==> src/hw/uart_pkg.sv <==
// constants, register map and carrier types of the serial port block
package uart_pkg;

   // -----------------------------------------------------------------
   // register map
   // -----------------------------------------------------------------
   localparam int ADDR_W = 3;
   localparam logic [2:0] OFF_CTRL_ONE = 3'h0;
   localparam logic [2:0] OFF_CTRL_TWO = 3'h1;
   localparam logic [2:0] OFF_DIVISOR = 3'h2;
   localparam logic [2:0] OFF_DATA = 3'h3;
   localparam logic [2:0] OFF_STATUS = 3'h4;
   localparam logic [2:0] OFF_MASK = 3'h5;

   localparam logic [7:0] CTRL_ONE_RST = 8'h00;
   localparam logic [7:0] CTRL_TWO_RST = 8'h00;
   localparam logic [7:0] DIVISOR_RST = 8'h00;
   localparam logic [2:0] MASK_RST = 3'h0;

   // event bits of the status and mask registers
   localparam int STS_W = 3;
   localparam int STS_RX_WORD = 0;
   localparam int STS_ADDR_WORD = 1;
   localparam int STS_TX_DONE = 2;

   // -----------------------------------------------------------------
   // baud timing: a tick is one sixteenth of a bit
   // -----------------------------------------------------------------
   localparam logic [1:0] PRE_LAST_LOW = 2'h3;
   localparam logic [1:0] PRE_LAST_HIGH = 2'h0;
   localparam logic [3:0] OS_LAST = 4'hF;
   localparam logic [3:0] OS_MID = 4'h7;
   localparam logic [3:0] LAST_BIT_EIGHT = 4'h9;
   localparam logic [3:0] LAST_BIT_NINE = 4'hA;

   // -----------------------------------------------------------------
   // types
   // -----------------------------------------------------------------
   typedef struct packed {
      logic serial_unit_enable;
      logic nine_bit_format_select;
      logic [3:0] rsvd;
      logic received_ninth_bit;
      logic tx_ninth_bit;
   } ctrl_one_t;

   typedef struct packed {
      logic transmitter_enable;
      logic receiver_enable;
      logic baud_high_speed_select;
      logic address_detect_enable;
      logic [3:0] rsvd;
   } serial_control_two_t;

   typedef struct packed {
      logic [ADDR_W-1:0] addr;
      logic [7:0] wdata;
      logic we;
      logic re;
   } bus_req_t;

endpackage : uart_pkg

==> src/hw/uart_core.sv <==
// serial port top: registers, enables, pin hand-over, baud ticks, address detect
//
// The implementer's own choices: the plain strobed port and the register offsets.
`timescale 1ns/1ps

// Functional notes
// - transmitter enable low disables transmitter, aborts sending, empties transmit buffer
// - disabled transmitter releases the transmit pin to general use
// - transmitter runs and drives its pin only when both enables are one
// - clearing transmitter enable mid character aborts at once and frees the pin
// - receiver enable low disables receiver, empties receive buffer, frees receive pin
// - receiver runs and owns its pin only when both enables are one
// - clearing receiver enable mid character aborts and resets the receiver
// - speed select one picks high speed divide, zero low speed, with divisor
// - address bit is eighth bit in 8-bit format, ninth in 9-bit format
// - with detection on, address bit one marks an address word
// - each address word raises an interrupt when its mask bit is set
// - with detection on, words with address bit zero are discarded, no interrupt
// - format select gives 8 or 9 bit characters, ninth bits held apart
// - unit enable turns the port on; pins follow the individual enables
// - bit rate is clock over 64(N+1) low speed, 16(N+1) high speed
module uart_core (
   input wire logic clk,
   input wire logic rst,
   input wire uart_pkg::bus_req_t bus,
   output logic [7:0] rdata,
   input wire logic rx_pin,
   output logic rx_pin_owned,
   output logic tx_pin_out,
   output logic tx_pin_oe,
   output logic irq
);
   import uart_pkg::*;

   // -----------------------------------------------------------------
   // state
   // -----------------------------------------------------------------
   typedef struct packed {
      ctrl_one_t c1;
      serial_control_two_t c2;
      logic [7:0] divisor;
      logic [STS_W-1:0] mask;
      logic [STS_W-1:0] sts;
      logic [7:0] rdata;
      logic [8:0] txbuf;
      logic txbuf_full;
      logic [8:0] rxbuf;
      logic rxbuf_full;
      logic [1:0] pre;
      logic [7:0] div;
      logic tick;
      logic sync1;
      logic sync2;
      logic sync3;
      logic rx_level;
   } core_state_t;

   core_state_t st_r, st_nxt;
   logic tx_run, rx_run, tx_line, tx_busy, tx_done, tx_start;
   logic rx_valid, rx_busy, addr_bit, accept;
   logic [8:0] rx_data;
   logic [1:0] pre_last;

   function automatic logic hit(input logic [ADDR_W-1:0] a, input logic [ADDR_W-1:0] off);
      hit = (a == off);
   endfunction : hit

   // -----------------------------------------------------------------
   // enables and pins
   // -----------------------------------------------------------------
   assign tx_run = st_r.c1.serial_unit_enable & st_r.c2.transmitter_enable;
   assign rx_run = st_r.c1.serial_unit_enable & st_r.c2.receiver_enable;
   assign tx_pin_oe = tx_run;
   assign tx_pin_out = tx_run ? tx_line : 1'b1;
   assign rx_pin_owned = rx_run;
   assign rdata = st_r.rdata;
   assign irq = |(st_r.sts & st_r.mask);
   // the shifter takes the waiting word one cycle after it falls idle
   assign tx_start = st_r.txbuf_full & ~tx_busy;
   assign pre_last = st_r.c2.baud_high_speed_select ? PRE_LAST_HIGH : PRE_LAST_LOW;
   assign addr_bit = st_r.c1.nine_bit_format_select ? rx_data[8] : rx_data[7];
   assign accept = ~st_r.c2.address_detect_enable | addr_bit;

   uart_tx u_tx (
      .clk(clk),
      .rst(rst),
      .run(tx_run),
      .tick(st_r.tick),
      .start(tx_start),
      .data(st_r.txbuf),
      .nine(st_r.c1.nine_bit_format_select),
      .line(tx_line),
      .busy(tx_busy),
      .done(tx_done)
   );

   uart_rx u_rx (
      .clk(clk),
      .rst(rst),
      .run(rx_run),
      .tick(st_r.tick),
      .line(st_r.rx_level),
      .nine(st_r.c1.nine_bit_format_select),
      .valid(rx_valid),
      .data(rx_data),
      .busy(rx_busy)
   );

   // -----------------------------------------------------------------
   // next state
   // -----------------------------------------------------------------
   always_comb begin
      ctrl_one_t rv;
      rv = st_r.c1;
      st_nxt = st_r;
      st_nxt.rdata = 8'h00;

      // receive pin filter: a level counts once two later stages agree
      st_nxt.sync1 = rx_pin;
      st_nxt.sync2 = st_r.sync1;
      st_nxt.sync3 = st_r.sync2;
      if (st_r.sync2 == st_r.sync3) begin
         st_nxt.rx_level = st_r.sync3;
      end

      // baud ticks: (pre_last+1)*(N+1) clocks each, sixteen per bit
      st_nxt.tick = 1'b0;
      if (!st_r.c1.serial_unit_enable) begin
         st_nxt.pre = 2'h0;
         st_nxt.div = 8'h00;
      end else if (st_r.pre >= pre_last) begin
         st_nxt.pre = 2'h0;
         // a divisor lowered below the count ends the period at once instead of wrapping
         if (st_r.div >= st_r.divisor) begin
            st_nxt.div = 8'h00;
            st_nxt.tick = 1'b1;
         end else begin
            st_nxt.div = 8'(st_r.div + 8'h01);
         end
      end else begin
         st_nxt.pre = 2'(st_r.pre + 2'h1);
      end

      // transmit buffer hands its word to the shifter when idle
      if (tx_start) begin
         st_nxt.txbuf_full = 1'b0;
      end

      // register reads; reading status clears it, reading data clears only the receive buffer full flag
      if (bus.re) begin
         rv.received_ninth_bit = st_r.rxbuf[8];
         if (hit(bus.addr, OFF_CTRL_ONE)) begin
            st_nxt.rdata = rv;
         end else if (hit(bus.addr, OFF_CTRL_TWO)) begin
            st_nxt.rdata = st_r.c2;
         end else if (hit(bus.addr, OFF_DIVISOR)) begin
            st_nxt.rdata = st_r.divisor;
         end else if (hit(bus.addr, OFF_DATA)) begin
            st_nxt.rdata = st_r.rxbuf[7:0];
            st_nxt.rxbuf_full = 1'b0;
         end else if (hit(bus.addr, OFF_STATUS)) begin
            st_nxt.rdata = {5'h00, st_r.sts};
            st_nxt.sts = '0;
         end else if (hit(bus.addr, OFF_MASK)) begin
            st_nxt.rdata = {5'h00, st_r.mask};
         end
      end

      // register writes
      if (bus.we) begin
         if (hit(bus.addr, OFF_CTRL_ONE)) begin
            st_nxt.c1 = ctrl_one_t'(bus.wdata);
            st_nxt.c1.rsvd = '0;
            st_nxt.c1.received_ninth_bit = 1'b0;
         end else if (hit(bus.addr, OFF_CTRL_TWO)) begin
            st_nxt.c2 = serial_control_two_t'(bus.wdata);
            st_nxt.c2.rsvd = '0;
         end else if (hit(bus.addr, OFF_DIVISOR)) begin
            st_nxt.divisor = bus.wdata;
         end else if (hit(bus.addr, OFF_DATA) && tx_run) begin
            // a write to a full buffer replaces the waiting word
            st_nxt.txbuf = {st_r.c1.tx_ninth_bit, bus.wdata};
            st_nxt.txbuf_full = 1'b1;
         end else if (hit(bus.addr, OFF_MASK)) begin
            st_nxt.mask = bus.wdata[STS_W-1:0];
         end
      end

      // received words; set wins over the read clear above
      if (rx_valid && rx_run && accept) begin
         st_nxt.rxbuf = rx_data;
         st_nxt.rxbuf_full = 1'b1;
         st_nxt.sts[STS_RX_WORD] = 1'b1;
         if (st_r.c2.address_detect_enable) begin
            st_nxt.sts[STS_ADDR_WORD] = 1'b1;
         end
      end
      if (tx_done) begin
         st_nxt.sts[STS_TX_DONE] = 1'b1;
      end

      // disabled halves lose their buffered words
      if (!tx_run) begin
         st_nxt.txbuf = 9'h000;
         st_nxt.txbuf_full = 1'b0;
      end
      if (!rx_run) begin
         st_nxt.rxbuf = 9'h000;
         st_nxt.rxbuf_full = 1'b0;
      end
   end

   always_ff @(posedge clk or posedge rst) begin
      if (rst) begin
         st_r <= '0;
         st_r.c1 <= ctrl_one_t'(CTRL_ONE_RST);
         st_r.c2 <= serial_control_two_t'(CTRL_TWO_RST);
         st_r.divisor <= DIVISOR_RST;
         st_r.mask <= MASK_RST;
         st_r.sync1 <= 1'b1;
         st_r.sync2 <= 1'b1;
         st_r.sync3 <= 1'b1;
         st_r.rx_level <= 1'b1;
      end else begin
         st_r <= st_nxt;
      end
   end

   // clocks since the last tick; any write restarts it, as a new setting gives one odd period
   logic [10:0] gap_r;
   logic gap_ok_r;
   logic [10:0] gap_exp;
   assign gap_exp = st_r.c2.baud_high_speed_select ? 11'({3'h0, st_r.divisor} + 11'h001)
                                                   : 11'(({3'h0, st_r.divisor} + 11'h001) << 2);
   always_ff @(posedge clk or posedge rst) begin
      if (rst) begin
         gap_r <= 11'h000;
         gap_ok_r <= 1'b0;
      end else if (bus.we || !st_r.c1.serial_unit_enable) begin
         gap_r <= 11'h000;
         gap_ok_r <= 1'b0;
      end else if (st_r.tick) begin
         gap_r <= 11'h001;
         gap_ok_r <= 1'b1;
      end else begin
         gap_r <= 11'(gap_r + 11'h001);
      end
   end
endmodule : uart_core

==> src/hw/uart_tx.sv <==
// transmit shifter: start bit, 8 or 9 data bits lsb first, one stop bit
`timescale 1ns/1ps
module uart_tx (
   input wire logic clk,
   input wire logic rst,
   input wire logic run,
   input wire logic tick,
   input wire logic start,
   input wire logic [8:0] data,
   input wire logic nine,
   output logic line,
   output logic busy,
   output logic done
);
   import uart_pkg::*;

   typedef struct packed {
      logic busy;
      logic [3:0] os;
      logic [3:0] bitn;
      logic [10:0] shreg;
      logic line;
      logic done;
   } tx_state_t;

   tx_state_t st_r, st_nxt;
   logic [10:0] frame;
   logic [3:0] last_bit;

   always_comb begin
      frame = {1'b1, nine ? data[8] : 1'b1, data[7:0], 1'b0};
      last_bit = nine ? LAST_BIT_NINE : LAST_BIT_EIGHT;
      st_nxt = st_r;
      st_nxt.done = 1'b0;
      if (!run) begin
         // disable drops the frame at once, mid bit or not
         st_nxt = '0;
         st_nxt.line = 1'b1;
      end else if (!st_r.busy) begin
         if (start) begin
            st_nxt.busy = 1'b1;
            st_nxt.os = 4'h0;
            st_nxt.bitn = 4'h0;
            st_nxt.line = frame[0];
            st_nxt.shreg = {1'b1, frame[10:1]};
         end
      end else if (tick) begin
         if (st_r.os == OS_LAST) begin
            st_nxt.os = 4'h0;
            if (st_r.bitn == last_bit) begin
               st_nxt.busy = 1'b0;
               st_nxt.done = 1'b1;
               st_nxt.line = 1'b1;
            end else begin
               st_nxt.bitn = 4'(st_r.bitn + 4'h1);
               st_nxt.line = st_r.shreg[0];
               st_nxt.shreg = {1'b1, st_r.shreg[10:1]};
            end
         end else begin
            st_nxt.os = 4'(st_r.os + 4'h1);
         end
      end
   end

   always_ff @(posedge clk or posedge rst) begin
      if (rst) begin
         st_r <= '{busy: 1'b0, os: 4'h0, bitn: 4'h0, shreg: 11'h7FF, line: 1'b1, done: 1'b0};
      end else begin
         st_r <= st_nxt;
      end
   end

   assign line = st_r.line;
   assign busy = st_r.busy;
   assign done = st_r.done;

endmodule : uart_tx

==> src/hw/uart_rx.sv <==
// receive shifter: mid-bit sampling on the sixteen-tick grid
`timescale 1ns/1ps
module uart_rx (
   input wire logic clk,
   input wire logic rst,
   input wire logic run,
   input wire logic tick,
   input wire logic line,
   input wire logic nine,
   output logic valid,
   output logic [8:0] data,
   output logic busy
);
   import uart_pkg::*;

   typedef struct packed {
      logic busy;
      logic [3:0] os;
      logic [3:0] bitn;
      logic [8:0] shreg;
      logic prev;
      logic valid;
      logic [8:0] data;
   } rx_state_t;

   rx_state_t st_r, st_nxt;
   logic [3:0] last_bit;

   always_comb begin
      last_bit = nine ? LAST_BIT_NINE : LAST_BIT_EIGHT;
      st_nxt = st_r;
      st_nxt.valid = 1'b0;
      st_nxt.prev = line;
      if (!run) begin
         st_nxt = '0;
         st_nxt.prev = 1'b1;
      end else if (!st_r.busy) begin
         if (st_r.prev && !line) begin
            st_nxt.busy = 1'b1;
            st_nxt.os = 4'h0;
            st_nxt.bitn = 4'h0;
         end
      end else if (tick) begin
         st_nxt.os = 4'(st_r.os + 4'h1);
         if (st_r.bitn == 4'h0) begin
            if (st_r.os == OS_MID) begin
               // a glitch that is high again at mid start bit is no frame
               st_nxt.busy = !line;
               st_nxt.os = 4'h0;
               st_nxt.bitn = 4'h1;
            end
         end else if (st_r.os == OS_LAST) begin
            st_nxt.os = 4'h0;
            if (st_r.bitn == last_bit) begin
               // a word with a low stop bit is dropped
               st_nxt.busy = 1'b0;
               st_nxt.valid = line;
               st_nxt.data = nine ? st_r.shreg : {1'b0, st_r.shreg[8:1]};
            end else begin
               st_nxt.bitn = 4'(st_r.bitn + 4'h1);
               st_nxt.shreg = {line, st_r.shreg[8:1]};
            end
         end
      end
   end

   always_ff @(posedge clk or posedge rst) begin
      if (rst) begin
         st_r <= '{busy: 1'b0, os: 4'h0, bitn: 4'h0, shreg: 9'h000, prev: 1'b1,
                   valid: 1'b0, data: 9'h000};
      end else begin
         st_r <= st_nxt;
      end
   end

   assign valid = st_r.valid;
   assign data = st_r.data;
   assign busy = st_r.busy;

endmodule : uart_rx

==> config.mk <==
export PLATFORM = sky130hd
export DESIGN_NAME = uart_core
export DESIGN_NICKNAME = d
export VERILOG_FILES = /design/src/hw/uart_pkg.sv /design/src/hw/uart_core.sv /design/src/hw/uart_tx.sv /design/src/hw/uart_rx.sv
export SDC_FILE = /design/constraint.sdc
export NUM_CORES = 1
export LEC_CHECK = 0
export ABC_AREA = 0
export BUFFER_PORTS_ARGS = -buffer_cell sky130_fd_sc_hd__buf_2
export CORE_MARGIN = 3
export CORE_UTILIZATION = 45
export DETAILED_ROUTE_END_ITERATION = 8
export GPL_ROUTABILITY_DRIVEN = 0
export MAX_ROUTING_LAYER = met4
export PLACE_DENSITY_LB_ADDON = 0.15
export SYNTH_ARGS = -nofsm -noshare
export SYNTH_HDL_FRONTEND = slang
export SYNTH_SLANG_ARGS = --single-unit
==> constraint.sdc <==
create_clock -name clk -period 5.57 [get_ports clk]
set_input_delay 1.114 -clock clk [delete_from_list [all_inputs] [get_ports clk]]
set_output_delay 1.114 -clock clk [all_outputs]
set_load 0.05 [all_outputs]
* Word level (Yosys, flattened, before mapping)
Index checks and enable logic that the tools add are counted.
Word-level totals: memories kept 0, bits in latches 0, input port bits 16, memory bits (writable) 0, register bits after elaboration 114, bits in read-only memories 0, output and inout port bits 12
Operators by class: bitwise operators 11, multiplexer cells 71, magnitude comparators 2, shifts and indexed selects 0, add/sub/neg operators 6, reductions and logical operators 26, divide/modulo/power cells 0, eq/ne operators 41, multipliers 0
Operator list (count):
- $mux 10 | 15
- $mux 9 | 8
- $mux 18 | 3
- $mux 8 | 6
- $mux 22 | 2
- $mux 21 | 2
- $ne 2x1->1 const B | 14
- $mux 1 | 20
- $reduce_and 5->1 | 4
- $mux 3 | 6
- $reduce_and 6->1 | 3
- $mux 17 | 1
- $add 4x1->4 const B | 4
- $mux 15 | 1
- $ne 2x2->1 const B | 7
- $mux 13 | 1
- $ne 3x3->1 const B | 4
- $ne 4x4->1 const B | 3
- $mux 11 | 1
- $add 8x1->8 const B | 1
- $eq 4x4->1 | 2
- $eq 4x4->1 const B | 2
- $ge 8x8->1 | 1
- $mux 2 | 4
- other kinds (22) | 42

* Logic depth before layout (Yosys ltp)
Gate-level depths: netlist of run 1.
depth in word-level cells 10, gate-level depth with buffers 8, gate-level depth less buffers 7

* Hierarchy
A second synthesis of run 1 with hierarchy kept.
Unflattened totals: cells, all modules 573, area, all modules 5940.7 sq um
Modules (own cells, without submodules):
- uart_core | cells an instance 291, area an instance 3032.9 sq um, sequential area each 1581.5 sq um, instances 1
- uart_rx | cells an instance 169, area an instance 1727.9 sq um, sequential area each 726.9 sq um, instances 1
- uart_tx | cells an instance 113, area an instance 1179.9 sq um, sequential area each 565.5 sq um, instances 1

* Least setup slack after synthesis of run 1
No wires, ideal clock.
path type register to output, from register st_r[72] (netlist bit), to output rx_pin_owned, required time 4.456 ns, setup slack 3.191 ns, cell stages (with the launch flop) 5, path buffers 2, data arrival time 1.265 ns, cell sequence dfrtp_1 > buf_4 > nand2_2 > inv_2 > clkbuf_1
Between the ends: longest elaborated chain between the ends 1
RTL lines:
- start, declared | line uart_core.sv:58 | core_state_t st_r, st_nxt;
- start signal, assigned | line uart_core.sv:225 | st_r <= st_nxt;
- $and 1x1->1 | line uart_core.sv:72 | assign rx_run = st_r.c1.serial_unit_enable & st_r.c2.receiver_enable;
- end, declared | line uart_core.sv:28 | output logic rx_pin_owned,
Every way passes these cells.

* Final worst setup path of run 1
from register st_r[72] (netlist bit), to output tx_pin_out
Between the ends: longest elaborated chain between the ends 2
RTL lines:
- $and 1x1->1 | line uart_core.sv:71 | assign tx_run = st_r.c1.serial_unit_enable & st_r.c2.transmitter_enable;
- $mux 1 | line uart_core.sv:74 | assign tx_pin_out = tx_run ? tx_line : 1'b1;
- end, declared | line uart_core.sv:29 | output logic tx_pin_out,
Every way passes these cells.

==> results of run 1 <==
## cell type report
class	instances	area, um^2	share of cell area (%)
Tap cell	168	210.2	3.284
Timing Repair Buffer	29	150.1	2.346
Sequential cell	114	2874	44.91
Clock inverter	5	50.05	0.7820
Inverter	25	96.34	1.505
Multi-Input combinational cell	388	2506	39.16
Clock buffer	27	513.0	8.016
## per-layer routing
| metal | vias up | global-route usage [%] | wire length, um |
|---|---|---|---|
| li1 | 1981 | - | - |
| met1 | 2003 | 25.55 | 5906 |
| met4 | 0 | 6.813 | 123 |
| met2 | 59 | 27.88 | 5654 |
| met5 | - | - | 0 |
| met3 | 13 | 4.709 | 423 |
## worst max-delay path: cells and delay by family (launching register included)
kind                   cells  cell delay [ns]
DFF                        1             0.47
and+or+nand+nor            2             0.70
buffers and inverters      2             0.41
## sequential cells by signal, summed over array words and instances, names as in the netlist
| signal | count |
|---|---|
| rdata | 8 |
| u_tx.done | 1 |
| u_rx.st_r | 18 |
| st_r | 53 |
| st_nxt | 2 |
| u_tx.busy | 1 |
| u_tx.line | 1 |
| u_tx.st_r | 19 |
| u_rx.valid | 1 |
| u_rx.busy | 1 |
| u_rx.data | 9 |
## where the power goes
group | switching (mW) | leakage [nW] | total (mW) | internal, mW
Sequential | 0.0557 | 1.49 | 0.950 | 0.895
Clock | 0.357 | 0.281 | 1.03 | 0.668
Combinational | 0.185 | 1.03 | 0.284 | 0.0993
Total | 0.598 | 2.81 | 2.26 | 1.66
## per-stage QoR
step	cell area, um^2	utilization (%)
final	6400	52.84
after global routing	6400	52.84
after CTS	6400	52.84
after detailed placement	5837	48.19
after global placement	5837	48.19
after floorplan	5633	-
## layout by cell type, fill, tap and decap left out, types with 11 or more instances in the layout
cell type / n
mux2i_1: 18
nand2_1: 87
nor2b_1: 12
o21ai_1: 25
o21ai_0: 19
a21oi_1: 34
buf_2: 27
nand3_1: 20
a22oi_1: 11
clkbuf_16: 17
dfstp_2: 17
ha_1: 16
nor2_1: 32
inv_1: 22
dfrtp_1: 97
## cell families after synthesis
| kind of cell | after synthesis | synth area share [%] |
|---|---|---|
| simple gates | 199 | 17.39 |
| compound gates | 135 | 16.19 |
| flops | 114 | 51.02 |
| buf+inv | 53 | 4.487 |
| mux | 32 | 6.397 |
| fa+ha+maj | 17 | 3.732 |
| xor+xnor | 5 | 0.7776 |
## worst paths after layout
kind                                        endpoint  slack (ns)  cells after the start
max                                       tx_pin_out        2.47                      4
min                              st_nxt[1]$_DFF_PP1_        0.36                      0
max reg2reg                u_tx.st_r[13]$_DFFE_PP0P_        3.32                      5
min reg2reg                      st_nxt[1]$_DFF_PP1_        0.36                      0
max in group asynchronous        st_r[6]$_DFFE_PP0P_        3.56                      3
min in group asynchronous  u_tx.st_r[19]$_DFFE_PP0P_        0.89                      2
==> run metrics, run 1 <==
Setup TNS 0 ns; Peak VDD IR between 0.2 and 0.25 mV; CTS clock-pin slew for the worst setup and hold paths 0.05 ns; most common cell in the netlist dfrtp_1; post-layout power 2.260 mW; final setup margin 2.468 ns; Clock Path Buffers 2; Leak 2.810 nW; pwr dens 353.2 nW/um^2; Netlist Area Pre-Place 5633 um^2; total CTS buffers 17; slew margin rel. 40.21%; max_cap viols 0; cts repair resizes 0; ys flop type dfrtp_1; Worst Hold Class reg -> reg; final wirelength 12110 um; Antenna diodes 0; Starting DRT DRC Count ~270; DP Cell Count 724; fillers 1081; Final Skew 0.01186 ns; fraction of registers with async set/reset 100.0%; postcts setup bufs 0; Worst Path Max Fanout 20; routed vias ~4100; Worst Hold Launch st_nxt[2]$_DFF_PP1_; vias per inst 5.365; CP cell instances nand2_1 > inv_2 > nand2b_1 > buf_2; worst path required time roughly 4.5 ns; warnings from Yosys 0; Post-CTS Hold Fix Bufs 0; WP data arrival roughly 2.0 ns; fmax 322.4 MHz; final setup fails 0; final hold viol count 0; first-pass detailed-route iteration total 4; pre-CTS setup slack roughly 2.9 ns; initial core utilization 46.51%; Layout Area Growth over Synthesis 13.62%; Avg Inst Size Synth 10.15 um^2; antenna violation net count after detailed routing 0; Slew @ Worst Pin ~0.9 ns; clk sinks 114; die height 117.9 um; EDFF count, synth 0; Nets 607; FF+latch count, synth 114; # DRC 0; CP Launch Type flop; Clk Latency, worst-skew pair ~0.42 ns; Critical Path End Type primary output; Die ar. 13900 um^2; Slew Viols, Final 0; # rows 40; HPWL Detailed 8433 um; Cell variety after synth 62; # port buffers 27; Crit Path Class reg -> out; fin cells 756; gr usage total between 10% and 20%; I/O Pins 28; CP max stage delay 0.59 ns; sequential element share of the synthesized area between 50 and 60%; WL per Instance 16.01 um; first-pass GRT wire length slightly above 20000 um; die width 117.9 um; vias in the first global route 3935; Critical R2R Launch st_r[71]$_DFFE_PP0P_; root buffer cell clkbuf_16; H-tree levels 4; status finished clean; list of most frequent post-synthesis cells dfrtp_1 (97), nand2_1 (87), a21oi_1 (34); synth top area cells dfrtp_1 (43%), dfstp_2 (7.9%), nand2_1 (5.8%); initial antenna violation count 0; core area 12110 um^2; CTS tree yes; highest-delay cell along the critical path nand2_1; RSZ-0062 raised after global routing no; post-synth net total 587; Worst Setup SP st_r[72]$_DFFE_PP0P_; final hold slack 0.3562 ns; top cell type's share of synthesized area 43.09%; fin crit period about 3.1 ns; share of cells above drive strength 1 18.88%; grt ovf 0; leading area contributor after synthesis dfrtp_1; gate count after technology mapping 555; period utilisation layout 55.68%; largest net degree at the start of global routing 73
No activity file was read; power rests on OpenSTA's default activity.
==> run 2, diff against run 1 <==
==> constraint.sdc (replaced) <==
create_clock -name clk -period 2.6 [get_ports clk]
set_input_delay 0.52 -clock clk [delete_from_list [all_inputs] [get_ports clk]]
set_output_delay 0.52 -clock clk [all_outputs]
set_load 0.05 [all_outputs]
==> run 2 against run 1 <==
Core utilization increased by 1.1 points. Sequential cell count unchanged. Setup slack got worse by 2.1 ns.
==> run metrics, run 2 (synthesis results as in run 1) <==
status finished clean; most frequent cells in the layout dfrtp_1 (97), nand2_1 (87), a21oi_1 (34); reg2reg setup slack 0.50 ns (-2.82 ns); H-tree levels 4 (unchanged); Clock Path Buffers 2 (unchanged); die height 117.9 um (unchanged); max reg flops 53 (unchanged); share of cells above drive strength 1 19.93% (+1.1 points); CP cell instances nand2_2 > inv_2 > buf_2; pwr dens 789.4 nW/um^2 (+120%); final hold slack 0.2059 ns (-0.1503 ns); Post-CTS Hold Fix Bufs 0 (unchanged); vias per inst 5.247 (-2.2%); first-pass detailed-route iteration total 4 (unchanged); max_cap viols 0 (unchanged); WL per Instance 15.54 um (-3.0%); Starting DRT DRC Count 279 (+2.2%); # DRC 0 (unchanged); # port buffers 27 (unchanged); Worst Hold Class in -> reg; WP data arrival 1.76 ns (-0.23 ns); Antenna diodes 0 (unchanged); worst path required time 2.08 ns (-2.38 ns); Slew Viols, Final 0 (unchanged); total CTS buffers 17 (unchanged); final wirelength 11810 um (-2.5%); Worst Path Max Fanout 13 (-35%); grt ovf 0 (unchanged); die width 117.9 um (unchanged); cts repair resizes 0 (unchanged); Critical Path End Type primary output; commonest non-fill, non-tap cell in the layout dfrtp_1; routed vias 3988 (-1.7%); Leak 2.858 nW (+1.7%); # rows 40 (unchanged); CTS tree yes; Largest Register st_r; CP max stage delay 0.54 ns (-0.05 ns); Crit Path Class reg -> out; Peak VDD IR 0.4877 mV (+120%); final setup fails 0 (unchanged); root buffer cell clkbuf_16; initial core utilization 46.51% (unchanged); fin crit period between 2 and 2.5 ns; core area 12110 um^2 (unchanged); Top delay family on crit path buffers and inverters; highest-delay cell along the critical path dfrtp_1; first-pass GRT wire length 20370 um (-0.54%); CP Launch Type flop; crit path buf inv count 2 (unchanged); Nets 611 (+0.66%); gr usage total 18.74% (-0.18 points); I/O Pins 28 (unchanged); Die ar. 13900 um^2 (unchanged); period utilisation layout around 88%; fmax between 400 and 500 MHz; postcts setup bufs 0 (unchanged); final hold viol count 0 (unchanged); initial antenna violation count 0 (unchanged); vias in the first global route 4042 (+2.7%); Clk Latency, worst-skew pair 0.41 ns (about the same); RSZ-0062 raised after global routing no; HPWL Detailed 8386 um (-0.56%); Slew @ Worst Pin 0.6010 ns (-0.2959 ns); largest net degree at the start of global routing 115 (+58%); Setup TNS 0 ns (unchanged); Final Skew 0.008403 ns (-0.003454 ns); clk sinks 114 (unchanged); antenna violation net count after detailed routing 0 (unchanged); Layout Area Growth over Synthesis 15.93%; slew margin rel. 59.94% (+20 points); CTS clock-pin slew for the worst setup and hold paths 0.05 ns (about the same); biggest regs st_r: 53 flops, u_tx.st_r: 19 flops, u_rx.st_r: 18 flops
## run 2: cell types whose count changed in the layout (fill, tap and decap cells not counted)
cell and delta:
clkinv_2 -3, buf_12 +1, buf_4 +3, clkinvlp_4 +4
bufinv_16 +3, inv_4 -1, clkbuf_1 -3
## run 2: layout make-up
type	count	area [um^2]
fillers	1067	5582
flip-flops and latches	114	2874
multi-input cells	388	2506
clock buffers	24	501.7
well taps	168	210.2
repair buffers	33	192.7
clock inverters	8	147.6
inverters	25	97.59
## run 2: power by group
part	internal, mW	switching, mW	leakage [nW]
Clock	1.73	0.783	0.309
Combinational	0.221	0.407	1.05
Sequential	1.92	0.0990	1.49
Total	3.87	1.29	2.86
## run 2: metal layers
metal  vias up  routed length, um  share of wire (%)  GRT usage (%)
met4         0                233                2.0          7.546
met5         -                  0                  0              -
met3        18                360                3.0          4.757
met2        62               5528                 47          28.14
met1      1919               5685                 48          24.45
li1       1989                  -                  -              -
## run 2: per-stage QoR
stage | setup WS, ns | power, mW | instances | cell area (um^2) | utilization (%)
after global placement | 0.6410 | 2.662 | 728 | 5881 | 48.55
final | 0.3191 | 5.155 | 760 | 6530 | 53.92
after CTS | 0.2922 | 5.213 | 760 | 6530 | 53.92
after floorplan | 0.7085 | 2.519 | 555 | 5637 | -
after global routing | 0.2335 | 5.366 | 760 | 6530 | 53.92
after detailed placement | 0.5171 | 2.679 | 728 | 5881 | 48.55
## run 2: final timing paths
kind                                                 from  cells past startpoint                       end
worst max-delay path                 st_r[72]$_DFFE_PP0P_                      3              rx_pin_owned
worst min-delay path                               rx_pin                      1       st_nxt[2]$_DFF_PP1_
worst max register to register  u_rx.st_r[20]$_DFFE_PP0P_                      6  u_rx.data[0]$_DFFE_PP0P_
worst min register to register        st_nxt[2]$_DFF_PP1_                      0       st_nxt[1]$_DFF_PP1_
max in group asynchronous                             rst                      3        st_r[25]$_DFF_PP0_
min in group asynchronous                             rst                      3        rdata[0]$_DFF_PP0_
==> run 3, diff against run 2 <==
--- a/config.mk
+++ b/config.mk
@@ -8,7 +8,7 @@
 export ABC_AREA = 0
 export BUFFER_PORTS_ARGS = -buffer_cell sky130_fd_sc_hd__buf_2
 export CORE_MARGIN = 3
-export CORE_UTILIZATION = 45
+export CORE_UTILIZATION = 40
 export DETAILED_ROUTE_END_ITERATION = 8
 export GPL_ROUTABILITY_DRIVEN = 0
 export MAX_ROUTING_LAYER = met4
==> run 3 against run 2 <==
Fmax up 0.66%. First-iteration DRC count grew 22%. Routed wire length is 2.0% higher. Sequential share of layout area is 0.13 points higher. Combinational power increased by 3%. Design area is 0.29% lower. Critical path type unchanged. Largest cell class unchanged. Largest power group unchanged.
==> run metrics, run 3 (synthesis results as in run 1) <==
status finished clean; root buffer cell clkbuf_16; Final Skew 0.006241 ns (-0.002162 ns); Internal Power 3.805 mW (-1.6%); final setup fails 0 (unchanged); Clk network pwr share 48.0% (-0.7 points); final hold viol count 0 (unchanged); Setup TNS 0 ns (unchanged); cts repair resizes 0 (unchanged); Largest Register st_r; Slew Viols, Final 0 (unchanged); gr usage total 16.88% (-1.9 points); CTS tree yes; Crit Path Class reg -> out; # port buffers 27 (unchanged); Clock Path Buffers 2 (unchanged); Post-CTS Hold Fix Bufs 0 (unchanged); fin crit period 2.266 ns (-0.01499 ns); HPWL Detailed 8476 um (+1.1%); max_cap viols 0 (unchanged); core area 13510 um^2 (+12%); Antenna diodes 0 (unchanged); Slew @ Worst Pin 0.6312 ns (+0.03029 ns); CTS clock-pin slew for the worst setup and hold paths 0.05 ns (about the same); total CTS buffers 17 (unchanged); clk sinks 114 (unchanged); vias per inst 5.269 (+0.40%); sequential share of power 39.4% (+0.3 points); Worst Path Max Fanout 13 (unchanged); first-pass GRT wire length 20450 um (+0.41%); period utilisation layout 87.15% (-0.58 points); slew margin rel. 57.92% (-2.0 points); pre-CTS setup slack 0.5030 ns (-0.01406 ns); Starting DRT DRC Count 339 (+22%); final wirelength 12050 um (+2.0%); postcts setup bufs 0 (unchanged); CP Launch Type flop; WL per Instance 15.71 um (+1.1%); Die ar. 15540 um^2 (+12%); vias in the first global route 3999 (-1.1%); initial core utilization 41.71% (-4.8 points); grt ovf 0 (unchanged); die height 124.7 um (+5.8%); H-tree levels 4 (unchanged); share of cells above drive strength 1 19.97% (+0.034 points); most frequent cells in the layout dfrtp_1 (97), nand2_1 (87), a21oi_1 (34); # rows 42 (+5.0%); fmax 441.3 MHz (+0.66%); max reg flops 53 (unchanged); fillers 1254 (+18%); Clk Latency, worst-skew pair 0.42 ns (about the same); Net Sw Frac 25.60% (+0.61 points); Worst Hold Class in -> reg; routed vias 4041 (+1.3%); Nets 610 (-0.16%); first-pass detailed-route iteration total 4 (unchanged); Leak 2.856 nW (about the same); Layout Area Growth over Synthesis 15.59%; die width 124.7 um (+5.8%); Critical Path End Type primary output; antenna violation net count after detailed routing 0 (unchanged); Comb power frac 12.6% (+0.4 points); worst path required time 2.08 ns (about the same); I/O Pins 28 (unchanged); commonest non-fill, non-tap cell in the layout dfrtp_1; final setup margin 0.3341 ns (+0.01499 ns); Peak VDD IR 0.4874 mV (about the same); biggest regs st_r: 53 flops, u_tx.st_r: 19 flops, u_rx.st_r: 18 flops; final core utilization 48.21% (-5.7 points); initial antenna violation count 0 (unchanged); sw power 1.309 mW (+1.6%); pwr dens 785.5 nW/um^2 (-0.49%); RSZ-0062 raised after global routing no; # DRC 0 (unchanged); largest net degree at the start of global routing 115 (unchanged); WP data arrival 1.75 ns (about the same)
## run 3: metrics by stage
stage,instances,hold slack [ns],instance area (um^2),total power [mW]
2_1_floorplan,555,0.3452,5637,2.519
5_1_grt,767,0.1907,6511,5.358
3_3_place_gp,735,0.3478,5883,2.674
3_5_place_dp,735,0.3472,5883,2.691
4_1_cts,767,0.1850,6511,5.189
6_report,767,0.2079,6511,5.115
## run 3: path summary, 6_finish.rpt
path	startpoint	endpoint	slack, ns	cells after the start
min in group asynchronous	rst	st_r[51]$_DFFE_PP0P_	0.27	3
hold reg to reg	st_nxt[2]$_DFF_PP1_	st_nxt[1]$_DFF_PP1_	0.35	0
setup / recovery	st_r[72]$_DFFE_PP0P_	rx_pin_owned	0.33	3
hold / removal	rx_pin	st_nxt[2]$_DFF_PP1_	0.21	1
max in group asynchronous	rst	u_rx.st_r[21]$_DFFE_PP0P_	1.86	3
setup reg to reg	u_rx.st_r[20]$_DFFE_PP0P_	u_rx.data[5]$_DFFE_PP0P_	0.53	6
## run 3: final cells by class
cell class | instances | area [um^2] | area share [%]
Clock buffer | 21 | 470.5 | 7.225
Clock inverter | 11 | 157.7 | 2.421
Inverter | 25 | 97.59 | 1.499
Multi-Input combinational cell | 388 | 2506 | 38.49
Sequential cell | 114 | 2874 | 44.14
Tap cell | 176 | 220.2 | 3.382
Timing Repair Buffer | 32 | 185.2 | 2.844
## run 3: per-layer routing
| metal | track usage, % | up-vias | part of all wire [%] | wire, um |
|---|---|---|---|---|
| met2 | 24.46 | 61 | 46 | 5488 |
| met3 | 4.031 | 19 | 3.2 | 391 |
| li1 | - | 1989 | - | - |
| met1 | 22.60 | 1972 | 49 | 5939 |
| met4 | 7.479 | 0 | 1.9 | 229 |
| met5 | - | - | 0 | 0 |
## run 3: critical path, cell delays in order, from the launching register on
cell and delay [ns]:
dfrtp_1 0.52, nand2_2 0.24, inv_2 0.24, buf_2 0.32
## run 3: power groups by stage
stage / Clock (mW) / Sequential, mW / Combinational (mW)
global route: 2.60 / 2.03 / 0.726
global placement: 0 / 2.04 / 0.637
finish: 2.45 / 2.02 / 0.644
CTS: 2.52 / 2.01 / 0.656
floorplan: 0 / 2.00 / 0.519
detailed placement: 0 / 2.04 / 0.651
